## config.mk

```make
export PLATFORM = sky130hd
export DESIGN_NAME = sector_password_protection
export DESIGN_NICKNAME = d
export VERILOG_FILES = /design/src/verilog/protect_pkg.sv /design/src/verilog/busy_timer.sv /design/src/verilog/link_sampler.sv /design/src/verilog/sector_password_protection.sv
export SDC_FILE = /design/constraint.sdc
export NUM_CORES = 2
export LEC_CHECK = 0
export BUFFER_PORTS_ARGS = -buffer_cell sky130_fd_sc_hd__buf_4
export CORE_MARGIN = 3
export CORE_UTILIZATION = 60
export CTS_CLUSTER_DIAMETER = 100
export DETAILED_ROUTE_END_ITERATION = 16
export PLACE_DENSITY = 0.76
export RECOVER_POWER = 50
export SYNTH_ARGS = -nofsm -noshare
export SYNTH_HDL_FRONTEND = slang
export SYNTH_SLANG_ARGS = --single-unit
export TNS_END_PERCENT = 50
```

## constraint.sdc

```tcl
create_clock -name mclk_i -period 49.6 [get_ports mclk_i]
set_input_delay 9.92 -clock mclk_i [delete_from_list [all_inputs] [get_ports mclk_i]]
set_output_delay 9.92 -clock mclk_i [all_outputs]
set_load 0.05 [all_outputs]
```

## src/verilog/protect_pkg.sv

```systemverilog
// shared constants and types for the sector and password protection block
package protect_pkg;

    // ------------------------------------------------------------
    // command codes on the serial link
    // ------------------------------------------------------------
    localparam logic [7:0] OP_RD_PROT = 8'h41;
    localparam logic [7:0] OP_WR_PROT = 8'h42;
    localparam logic [7:0] OP_RD_PW = 8'h43;
    localparam logic [7:0] OP_WR_PW = 8'h44;
    localparam logic [7:0] OP_UNLOCK = 8'h45;
    localparam logic [7:0] OP_RD_FRZ = 8'h46;
    localparam logic [7:0] OP_WR_FRZ = 8'h47;
    localparam logic [7:0] OP_RD_NV = 8'h48;
    localparam logic [7:0] OP_WR_NV = 8'h49;
    localparam logic [7:0] OP_ER_NV = 8'h4a;
    localparam logic [7:0] OP_RD_VOL = 8'h4b;
    localparam logic [7:0] OP_WR_VOL = 8'h4c;

    // ------------------------------------------------------------
    // field positions and values after reset
    // ------------------------------------------------------------
    localparam int PROT_PW_BIT = 2;
    localparam int PROT_SL_BIT = 1;
    localparam logic [15:0] PROT_RESET = 16'hffff;
    localparam logic [63:0] PW_RESET = 64'hffff_ffff_ffff_ffff;
    localparam logic FRZ_RESET = 1'b0;
    localparam int VOL_DOWN_BIT = 1;
    localparam int VOL_WLOCK_BIT = 0;
    localparam int SECTOR_LSB = 16;
    localparam int SUBSEC_LSB = 12;
    localparam int SUBSEC_COUNT = 16;

    // ------------------------------------------------------------
    // frame byte counts
    // ------------------------------------------------------------
    localparam logic [1:0] ADDR_BYTES = 2'h3;
    localparam logic [3:0] PROT_BYTES = 4'h2;
    localparam logic [3:0] PW_BYTES = 4'h8;
    localparam logic [3:0] VOL_BYTES = 4'h1;
    localparam logic [3:0] DCNT_MAX = 4'hf;

    // ------------------------------------------------------------
    // timing
    // ------------------------------------------------------------
    localparam int unsigned CLK_PERIOD_NS = 10;

    typedef enum logic [1:0] {
        PH_CMD = 2'b00,
        PH_ADDR = 2'b01,
        PH_DATA = 2'b11,
        PH_SKIP = 2'b10
    } phase_t;

endpackage

```

## src/verilog/busy_timer.sv

```systemverilog
// down counter that holds busy for the length of a nonvolatile update
`timescale 1ns/1ps
module busy_timer #(
    parameter int W = 32
) (
    input wire logic mclk_i,
    input wire logic rst_i,
    input wire logic start_i,
    input wire logic [W-1:0] len_i,
    output logic busy_o
);

    typedef struct packed {
        logic [W-1:0] cnt;
        logic busy;
    } tmr_t;

    tmr_t q;
    tmr_t d;

    always_comb begin
        d = q;
        if (start_i) begin
            d.cnt = len_i;
        end else if (q.cnt != '0) begin
            d.cnt = q.cnt - 1'b1;
        end
        d.busy = (d.cnt != '0);
    end

    always_ff @(posedge mclk_i or posedge rst_i) begin
        if (rst_i) begin
            q <= '0;
        end else begin
            q <= d;
        end
    end

    assign busy_o = q.busy;

endmodule

```

## src/verilog/link_sampler.sv

```systemverilog
// serial link front end: synchronises the pins, finds clock edges, shifts bytes
`timescale 1ns/1ps
module link_sampler (
    input wire logic mclk_i,
    input wire logic rst_i,
    input wire logic sclk_i,
    input wire logic cs_n_i,
    input wire logic sdi_i,
    input wire logic [7:0] tx_byte_i,
    output logic rx_valid_o,
    output logic [7:0] rx_byte_o,
    output logic frame_start_o,
    output logic frame_end_o,
    output logic sdo_o
);

    typedef struct packed {
        logic [2:0] cs;
        logic [2:0] ck;
        logic [1:0] di;
        logic [7:0] rx;
        logic [2:0] cnt;
        logic [7:0] tx;
        logic reload;
        logic rx_v;
        logic [7:0] rx_b;
        logic f_start;
        logic f_end;
    } link_t;

    link_t q;
    link_t d;
    logic rise;
    logic fall;
    logic active;

    // ------------------------------------------------------------
    // next state
    // ------------------------------------------------------------
    always_comb begin
        d = q;
        d.rx_v = 1'b0;
        d.f_start = 1'b0;
        d.f_end = 1'b0;
        d.cs = {q.cs[1:0], cs_n_i};
        d.ck = {q.ck[1:0], sclk_i};
        d.di = {q.di[0], sdi_i};
        active = ~q.cs[1];
        rise = q.ck[1] & ~q.ck[2];
        fall = ~q.ck[1] & q.ck[2];
        if (q.cs[2] & ~q.cs[1]) begin
            d.f_start = 1'b1;
            d.cnt = 3'h0;
            d.tx = tx_byte_i;
            d.reload = 1'b0;
        end else begin
            if (~q.cs[2] & q.cs[1]) begin
                d.f_end = 1'b1;
                // released output returns to idle low
                d.tx = 8'h00;
                d.reload = 1'b0;
            end
            if (active & rise) begin
                d.rx = {q.rx[6:0], q.di[1]};
                d.cnt = q.cnt + 3'h1;
                if (q.cnt == 3'h7) begin
                    d.rx_v = 1'b1;
                    d.rx_b = {q.rx[6:0], q.di[1]};
                    d.reload = 1'b1;
                end
            end
            // outgoing bit changes on the falling edge, mode 0
            if (active & fall) begin
                if (q.reload) begin
                    d.tx = tx_byte_i;
                    d.reload = 1'b0;
                end else begin
                    d.tx = {q.tx[6:0], 1'b0};
                end
            end
        end
    end

    always_ff @(posedge mclk_i or posedge rst_i) begin
        if (rst_i) begin
            q <= '{cs: 3'h7, default: '0};
        end else begin
            q <= d;
        end
    end

    assign rx_valid_o = q.rx_v;
    assign rx_byte_o = q.rx_b;
    assign frame_start_o = q.f_start;
    assign frame_end_o = q.f_end;
    assign sdo_o = q.tx[7];

endmodule

```

## src/verilog/sector_password_protection.sv

```systemverilog
// sector and password write protection for a serial flash
`timescale 1ns/1ps
module sector_password_protection #(
    parameter int SECTOR_BITS = 8,
    parameter int unsigned PROG_TIME_NS = 50000,
    parameter int unsigned ERASE_TIME_NS = 1000000
) (
    input wire logic mclk_i,
    input wire logic rst_i,
    input wire logic soft_rst_i,
    input wire logic sclk_i,
    input wire logic cs_n_i,
    input wire logic sdi_i,
    output logic sdo_o,
    input wire logic [23:0] wp_addr_i,
    output logic wp_block_o,
    output logic busy_o
);

    // ------------------------------------------------------------
    // sizes and timing
    // ------------------------------------------------------------
    localparam int NSEC = 1 << SECTOR_BITS;
    localparam int NVOL = NSEC + 2 * protect_pkg::SUBSEC_COUNT;
    localparam int VW = $clog2(NVOL);
    localparam int unsigned PROG_CYC =
        (PROG_TIME_NS + protect_pkg::CLK_PERIOD_NS - 1) / protect_pkg::CLK_PERIOD_NS;
    localparam int unsigned ERASE_CYC =
        (ERASE_TIME_NS + protect_pkg::CLK_PERIOD_NS - 1) / protect_pkg::CLK_PERIOD_NS;
    localparam logic [31:0] PROG_LEN = (PROG_CYC < 1) ? 32'h1 : 32'(PROG_CYC);
    localparam logic [31:0] ERASE_LEN = (ERASE_CYC < 1) ? 32'h1 : 32'(ERASE_CYC);

    typedef struct packed {
        protect_pkg::phase_t ph;
        logic [7:0] op;
        logic [23:0] addr;
        logic [1:0] acnt;
        logic [3:0] dcnt;
        logic [63:0] dbuf;
        logic [15:0] prot;
        logic [63:0] pw;
        logic frz;
        logic boot;
        logic [NSEC-1:0] nv;
        logic [NVOL-1:0][1:0] vol;
        logic blk;
    } prot_st_t;

    prot_st_t q;
    prot_st_t d;
    logic rx_valid;
    logic [7:0] rx_byte;
    logic f_start;
    logic f_end;
    logic [7:0] tx_byte;
    logic tm_start;
    logic [31:0] tm_len;
    logic busy;
    logic pw_mode;
    logic [SECTOR_BITS-1:0] sec;
    logic [VW-1:0] vidx;
    logic [1:0] new_mode;

    // ------------------------------------------------------------
    // decoding helpers
    // ------------------------------------------------------------
    function automatic logic takes_addr(input logic [7:0] op);
        takes_addr = (op == protect_pkg::OP_RD_NV) || (op == protect_pkg::OP_WR_NV) ||
                     (op == protect_pkg::OP_RD_VOL) || (op == protect_pkg::OP_WR_VOL);
    endfunction

    function automatic logic [SECTOR_BITS-1:0] sector_of(input logic [23:0] a);
        sector_of = a[protect_pkg::SECTOR_LSB +: SECTOR_BITS];
    endfunction

    // end sectors map each 4KB subsector to a slot of its own
    function automatic logic [VW-1:0] vol_slot(input logic [23:0] a);
        logic [SECTOR_BITS-1:0] s;
        logic [3:0] sub;
        s = a[protect_pkg::SECTOR_LSB +: SECTOR_BITS];
        sub = a[protect_pkg::SUBSEC_LSB +: 4];
        if (s == '0) begin
            vol_slot = VW'(NSEC) + VW'(sub);
        end else if (s == SECTOR_BITS'(NSEC - 1)) begin
            vol_slot = VW'(NSEC + protect_pkg::SUBSEC_COUNT) + VW'(sub);
        end else begin
            vol_slot = VW'(s);
        end
    endfunction

    // ------------------------------------------------------------
    // link and timer
    // ------------------------------------------------------------
    link_sampler u_link (
        .mclk_i(mclk_i),
        .rst_i(rst_i),
        .sclk_i(sclk_i),
        .cs_n_i(cs_n_i),
        .sdi_i(sdi_i),
        .tx_byte_i(tx_byte),
        .rx_valid_o(rx_valid),
        .rx_byte_o(rx_byte),
        .frame_start_o(f_start),
        .frame_end_o(f_end),
        .sdo_o(sdo_o)
    );

    busy_timer #(
        .W(32)
    ) u_timer (
        .mclk_i(mclk_i),
        .rst_i(rst_i),
        .start_i(tm_start),
        .len_i(tm_len),
        .busy_o(busy)
    );

    // ------------------------------------------------------------
    // read data
    // ------------------------------------------------------------
    always_comb begin
        tx_byte = 8'h00;
        if (q.ph == protect_pkg::PH_DATA) begin
            case (q.op)
                protect_pkg::OP_RD_PROT: begin
                    tx_byte = (q.dcnt == 4'h0) ? q.prot[7:0] : q.prot[15:8];
                end
                protect_pkg::OP_RD_PW: begin
                    tx_byte = pw_mode ? 8'hff : q.pw[8 * q.dcnt[2:0] +: 8];
                end
                protect_pkg::OP_RD_FRZ: begin
                    tx_byte = {7'h00, q.frz};
                end
                protect_pkg::OP_RD_NV: begin
                    tx_byte = {7'h00, q.nv[sector_of(q.addr)]};
                end
                protect_pkg::OP_RD_VOL: begin
                    tx_byte = {6'h00, q.vol[vol_slot(q.addr)]};
                end
                default: begin
                    tx_byte = 8'h00;
                end
            endcase
        end
    end

    // ------------------------------------------------------------
    // command handling
    // ------------------------------------------------------------
    always_comb begin
        d = q;
        tm_start = 1'b0;
        tm_len = PROG_LEN;
        pw_mode = ~q.prot[protect_pkg::PROT_PW_BIT];
        sec = sector_of(q.addr);
        vidx = vol_slot(q.addr);
        new_mode = q.dbuf[48 + protect_pkg::PROT_SL_BIT +: 2];
        // freeze reloaded once after any reset
        if (q.boot) begin
            d.frz = q.prot[protect_pkg::PROT_PW_BIT];
            d.boot = 1'b0;
        end
        if (f_start) begin
            d.ph = protect_pkg::PH_CMD;
            d.acnt = 2'h0;
            d.dcnt = 4'h0;
        end else if (rx_valid) begin
            case (q.ph)
                protect_pkg::PH_CMD: begin
                    d.op = rx_byte;
                    d.ph = takes_addr(rx_byte) ? protect_pkg::PH_ADDR : protect_pkg::PH_DATA;
                end
                protect_pkg::PH_ADDR: begin
                    d.addr = {q.addr[15:0], rx_byte};
                    d.acnt = q.acnt + 2'h1;
                    if (q.acnt == protect_pkg::ADDR_BYTES - 2'h1) begin
                        d.ph = protect_pkg::PH_DATA;
                    end
                end
                protect_pkg::PH_DATA: begin
                    d.dbuf = {rx_byte, q.dbuf[63:8]};
                    if (q.dcnt != protect_pkg::DCNT_MAX) begin
                        d.dcnt = q.dcnt + 4'h1;
                    end
                end
                default: begin
                    d.ph = protect_pkg::PH_SKIP;
                end
            endcase
        end else if (f_end && q.ph == protect_pkg::PH_DATA && !q.boot) begin
            d.ph = protect_pkg::PH_SKIP;
            case (q.op)
                protect_pkg::OP_WR_PROT: begin
                    // one-shot: both bits still one, exactly one cleared
                    if (!busy && q.dcnt >= protect_pkg::PROT_BYTES && q.prot[2:1] == 2'b11 &&
                        ^new_mode) begin
                        d.prot[protect_pkg::PROT_SL_BIT +: 2] = new_mode;
                        tm_start = 1'b1;
                    end
                end
                protect_pkg::OP_WR_PW: begin
                    if (!busy && !pw_mode && q.dcnt >= protect_pkg::PW_BYTES) begin
                        d.pw = q.dbuf;
                        tm_start = 1'b1;
                    end
                end
                protect_pkg::OP_UNLOCK: begin
                    if (q.dcnt >= protect_pkg::PW_BYTES && q.dbuf == q.pw) begin
                        d.frz = 1'b1;
                    end
                end
                protect_pkg::OP_WR_FRZ: begin
                    d.frz = 1'b0;
                end
                protect_pkg::OP_WR_NV: begin
                    if (!busy && q.frz) begin
                        d.nv[sec] = 1'b0;
                        tm_start = 1'b1;
                    end
                end
                protect_pkg::OP_ER_NV: begin
                    if (!busy && q.frz) begin
                        d.nv = '1;
                        tm_start = 1'b1;
                        tm_len = ERASE_LEN;
                    end
                end
                protect_pkg::OP_WR_VOL: begin
                    if (q.dcnt >= protect_pkg::VOL_BYTES && !q.vol[vidx][protect_pkg::VOL_DOWN_BIT]) begin
                        d.vol[vidx] = q.dbuf[57:56];
                    end
                end
                default: begin
                    d.ph = protect_pkg::PH_SKIP;
                end
            endcase
        end
        // software reset drops volatile state only
        if (soft_rst_i) begin
            d.vol = '0;
            d.boot = 1'b1;
            d.ph = protect_pkg::PH_SKIP;
        end
        // program/erase gate for the flash array
        d.blk = ~q.nv[sector_of(wp_addr_i)] |
                q.vol[vol_slot(wp_addr_i)][protect_pkg::VOL_WLOCK_BIT];
    end

    // ------------------------------------------------------------
    // state register
    // ------------------------------------------------------------
    always_ff @(posedge mclk_i or posedge rst_i) begin
        if (rst_i) begin
            q.ph <= protect_pkg::PH_SKIP;
            q.op <= 8'h00;
            q.addr <= 24'h000000;
            q.acnt <= 2'h0;
            q.dcnt <= 4'h0;
            q.dbuf <= 64'h0000_0000_0000_0000;
            q.prot <= protect_pkg::PROT_RESET;
            q.pw <= protect_pkg::PW_RESET;
            q.frz <= protect_pkg::FRZ_RESET;
            q.boot <= 1'b1;
            q.nv <= '1;
            q.vol <= '0;
            q.blk <= 1'b0;
        end else begin
            q <= d;
        end
    end

    // ------------------------------------------------------------
    // outputs
    // ------------------------------------------------------------
    assign wp_block_o = q.blk;
    assign busy_o = busy;

endmodule
```

==> impl_metrics.toml <==
[routing]
first_pass_iters = 9
via_per_inst = 7.186
wl_per_cell_um = 26.83
vias = 46730
drc = 0
drtAntennaViolNets = 0
drt_iter0_markers = 6300
drt_wl_total_um = 174500

[cts]
clkLatencyLatePin_ps = 730
cts_tree = "built"
clock_path_buffers = 3
h-tree-depth = 3
hold_buffers = 0
cts_setup_buffers = 0
clk_pin_slew_worst_paths_ps = 60
cts_num_sinks = 1076
root_buffer = "clkbuf_16"
ctsResizeCount = 0
numCtsBuffers = 111

[worst_setup_path]
r2r-start = "q[1008]"
startpoint_type = "input pin"
rr_worst_depth = 15
cp_common_cell = "clkbuf_1"
worstSetupPathType = "input pin to asynchronous set/reset pin"
cp.required_ps = 46510
crit_slowest_cell = "clkbuf_1"
critical-path-max-stage-delay_ps = 7060
worstPathCellList = "clkbuf_1 -> clkinvlp_2 -> clkbuf_1"
critPathLaunch = "rst_i"
critPathArrivalTime_ps = 20160
cp-end-kind = "asynchronous set/reset pin"
worstPathMaxFanout = 199

[run_status]
outcome = "finished with violations"
violations = "max-capacitance violations, max-slew violations"

[global_routing]
antenna_found_initial = 2
grt.overflow.total = 0
grt_pass1_vias = 46070
grt_pass1_wl_um = 272400
grt.total_usage_pct = 33.91
grt_max_degree = 200

[timing]
layout_min_cycle_time_ps = 23250
rsz0062_at_grt = "false"
fin_setup_tns_ps = 0
hold_ws_ps = 396.2
fin_crit_sh_pct = 46.88
skew_ps = 54.05
max_slew.worst_pin.slew_ps = 9794
relSlewSlack_pct = -552.9
fmax_mhz = 43.01
hold_viol = 0
setup_viol = 0
drv_slew = 1734

[die]
die-area_um2 = 101300
fp-row-count = 113
initial_core_util_pct = 61.05
core-area_um2 = 95860
io_pins = 33
die_w_um = 318.3
die-height_um = 318.3

[logic_synthesis]
synth.most_common_cell = "dfrtp_1"
synth_edf_count = 0
synth-main-ff-cell = "dfrtp_1"
syn_inst = 5429
async_flop_share_pct = 100.0
ys_warn_count = 0
syn_avg_cell_area_um2 = 10.78
synth.distinct_cells = 85
synth_seq_area_share_pct = 46.71
synth.area.top_cells = "dfrtp_1 32%, dfstp_2 15%, mux4_2 12%"
yosys.area.top_type = "dfrtp_1"
synth-seq-cells = 1076
synth_common_cells = "749 x dfrtp_1, 554 x nand2_1, 380 x clkbuf_1"
synth_top_area_share_pct = 32.03
syn-num-nets = 5468
synth_area_um2 = 58520

[power_and_ir_drop]
power.switching_uw = 409.6
p_total_uw = 1794
internal-power_uw = 1385
leakagePower_uw = 0.02503
pwr-share-comb_pct = 3.2
seqPwrFrac_pct = 49.3
power_density_nw_per_um2 = 28.61
switching_share_pct = 22.83
clock_power_share_pct = 47.5
peakVddDrop_uv = 28.32

[cells_and_area]
layout.nets = 5180
utilization_pct = 65.42
drive_above_1_share_pct = 21.71
syn2layout_area_growth_pct = 7.158

[min_path]
min_from = "u_link.d[34]"
worstHoldPathCells = 0
hold_class = "flop to flop"

[place]
hpwl_um = 101600
portBuffers = 20
gp_congestion = 0.8893

[flow_run]
cap_violations = 21
-- metal layers --
layer | track usage (%) | wire [µm] | up-vias
met5 | 0 | 17 | -
met2 | 51.27 | 79500 | 2956
li1 | - | - | 19630
met3 | 8.745 | 19360 | 640
met1 | 45.93 | 66030 | 23510
met4 | 16.68 | 9567 | 2
-- sequential cells by signal (all words and copies together), names as in the netlist --
| register | cells |
|---|---|
| new_mode | 2 |
| q | 1002 |
| u_link.d | 5 |
| u_link.frame_end_o | 1 |
| u_link.frame_start_o | 1 |
| u_link.q | 21 |
| u_link.rx_byte_o | 8 |
| u_link.rx_valid_o | 1 |
| u_link.sdo_o | 1 |
| u_timer.busy_o | 1 |
| u_timer.q | 32 |
| wp_block_o | 1 |
-- worst max-delay path: cells and delay by family --
family / cells / cell delay, ps
buffers and inverters: 3 / 10010
-- metrics by stage --
step                      area, µm²  setup WS, ps  std cells
after CTS                     62910         35190       6498
after global routing          62700         23820       6498
after global placement        59210         34520       6293
after detailed placement      59210         34450       6293
after floorplan               58520          9930       5429
final                         62710         26350       6503
-- final cells by class --
type                       instances  area, µm²
fill                            7197      33150
multi-input combinational       3607      28400
sequential                      1076      27350
clock buffer                     174       3234
tap                             1265       1583
inverter                         224      842.1
timing repair buffer             121      822.0
clock inverter                    31      470.5
antenna                            5      12.51
-- placed cells by master (no fill, tap or decap), types with 26 or more instances in the layout --
| master | instances |
|---|---|
| dfrtp_1 | 745 |
| nand2_1 | 550 |
| o21ai_0 | 340 |
| dfstp_2 | 324 |
| mux4_2 | 313 |
| nand2b_1 | 279 |
| mux2i_1 | 256 |
| inv_1 | 222 |
| o22ai_1 | 196 |
| o31ai_1 | 172 |
| nor4_1 | 169 |
| a21oi_1 | 168 |
| mux2_2 | 150 |
| nor2_1 | 136 |
| nand4_1 | 121 |
| clkbuf_16 | 111 |
| nand3_1 | 100 |
| buf_4 | 95 |
| nor3_1 | 69 |
| clkbuf_1 | 64 |
| o211ai_1 | 51 |
| or4_1 | 46 |
| xor2_1 | 37 |
| xnor2_1 | 37 |
| o2111ai_1 | 35 |
| or3_1 | 32 |
| o22ai_2 | 30 |
| nor2b_1 | 27 |
| o41ai_1 | 27 |
| a211oi_1 | 26 |
-- kinds of logic after synthesis --
logic type / synth area share, %
compound gates: 13.33
xor+xnor: 1.108
fa+ha+maj: 0.1924
buf+inv: 5.136
flops: 46.71
mux: 19.31
simple gates: 14.21
-- path summary, 6_finish.rpt --
path / to / slack, ps
setup reg to reg: q[508] / 31150
hold / removal: u_link.d[35] / 400
min in group asynchronous: q[324] / 10810
setup / recovery: q[1001] / 26350
hold reg to reg: u_link.d[35] / 400
max in group mclk_i: q[508] / 31150
-- power by group through the flow --
stage | clock [µW] | combinational [µW] | sequential (µW)
2_1_floorplan | 0 | 41.5 | 898
3_3_place_gp | 0 | 57.7 | 899
3_5_place_dp | 0 | 58.0 | 899
4_1_cts | 859 | 58.1 | 884
5_1_grt | 897 | 62.6 | 884
6_report | 852 | 57.7 | 884
No activity file was read; power rests on OpenSTA's default activity.
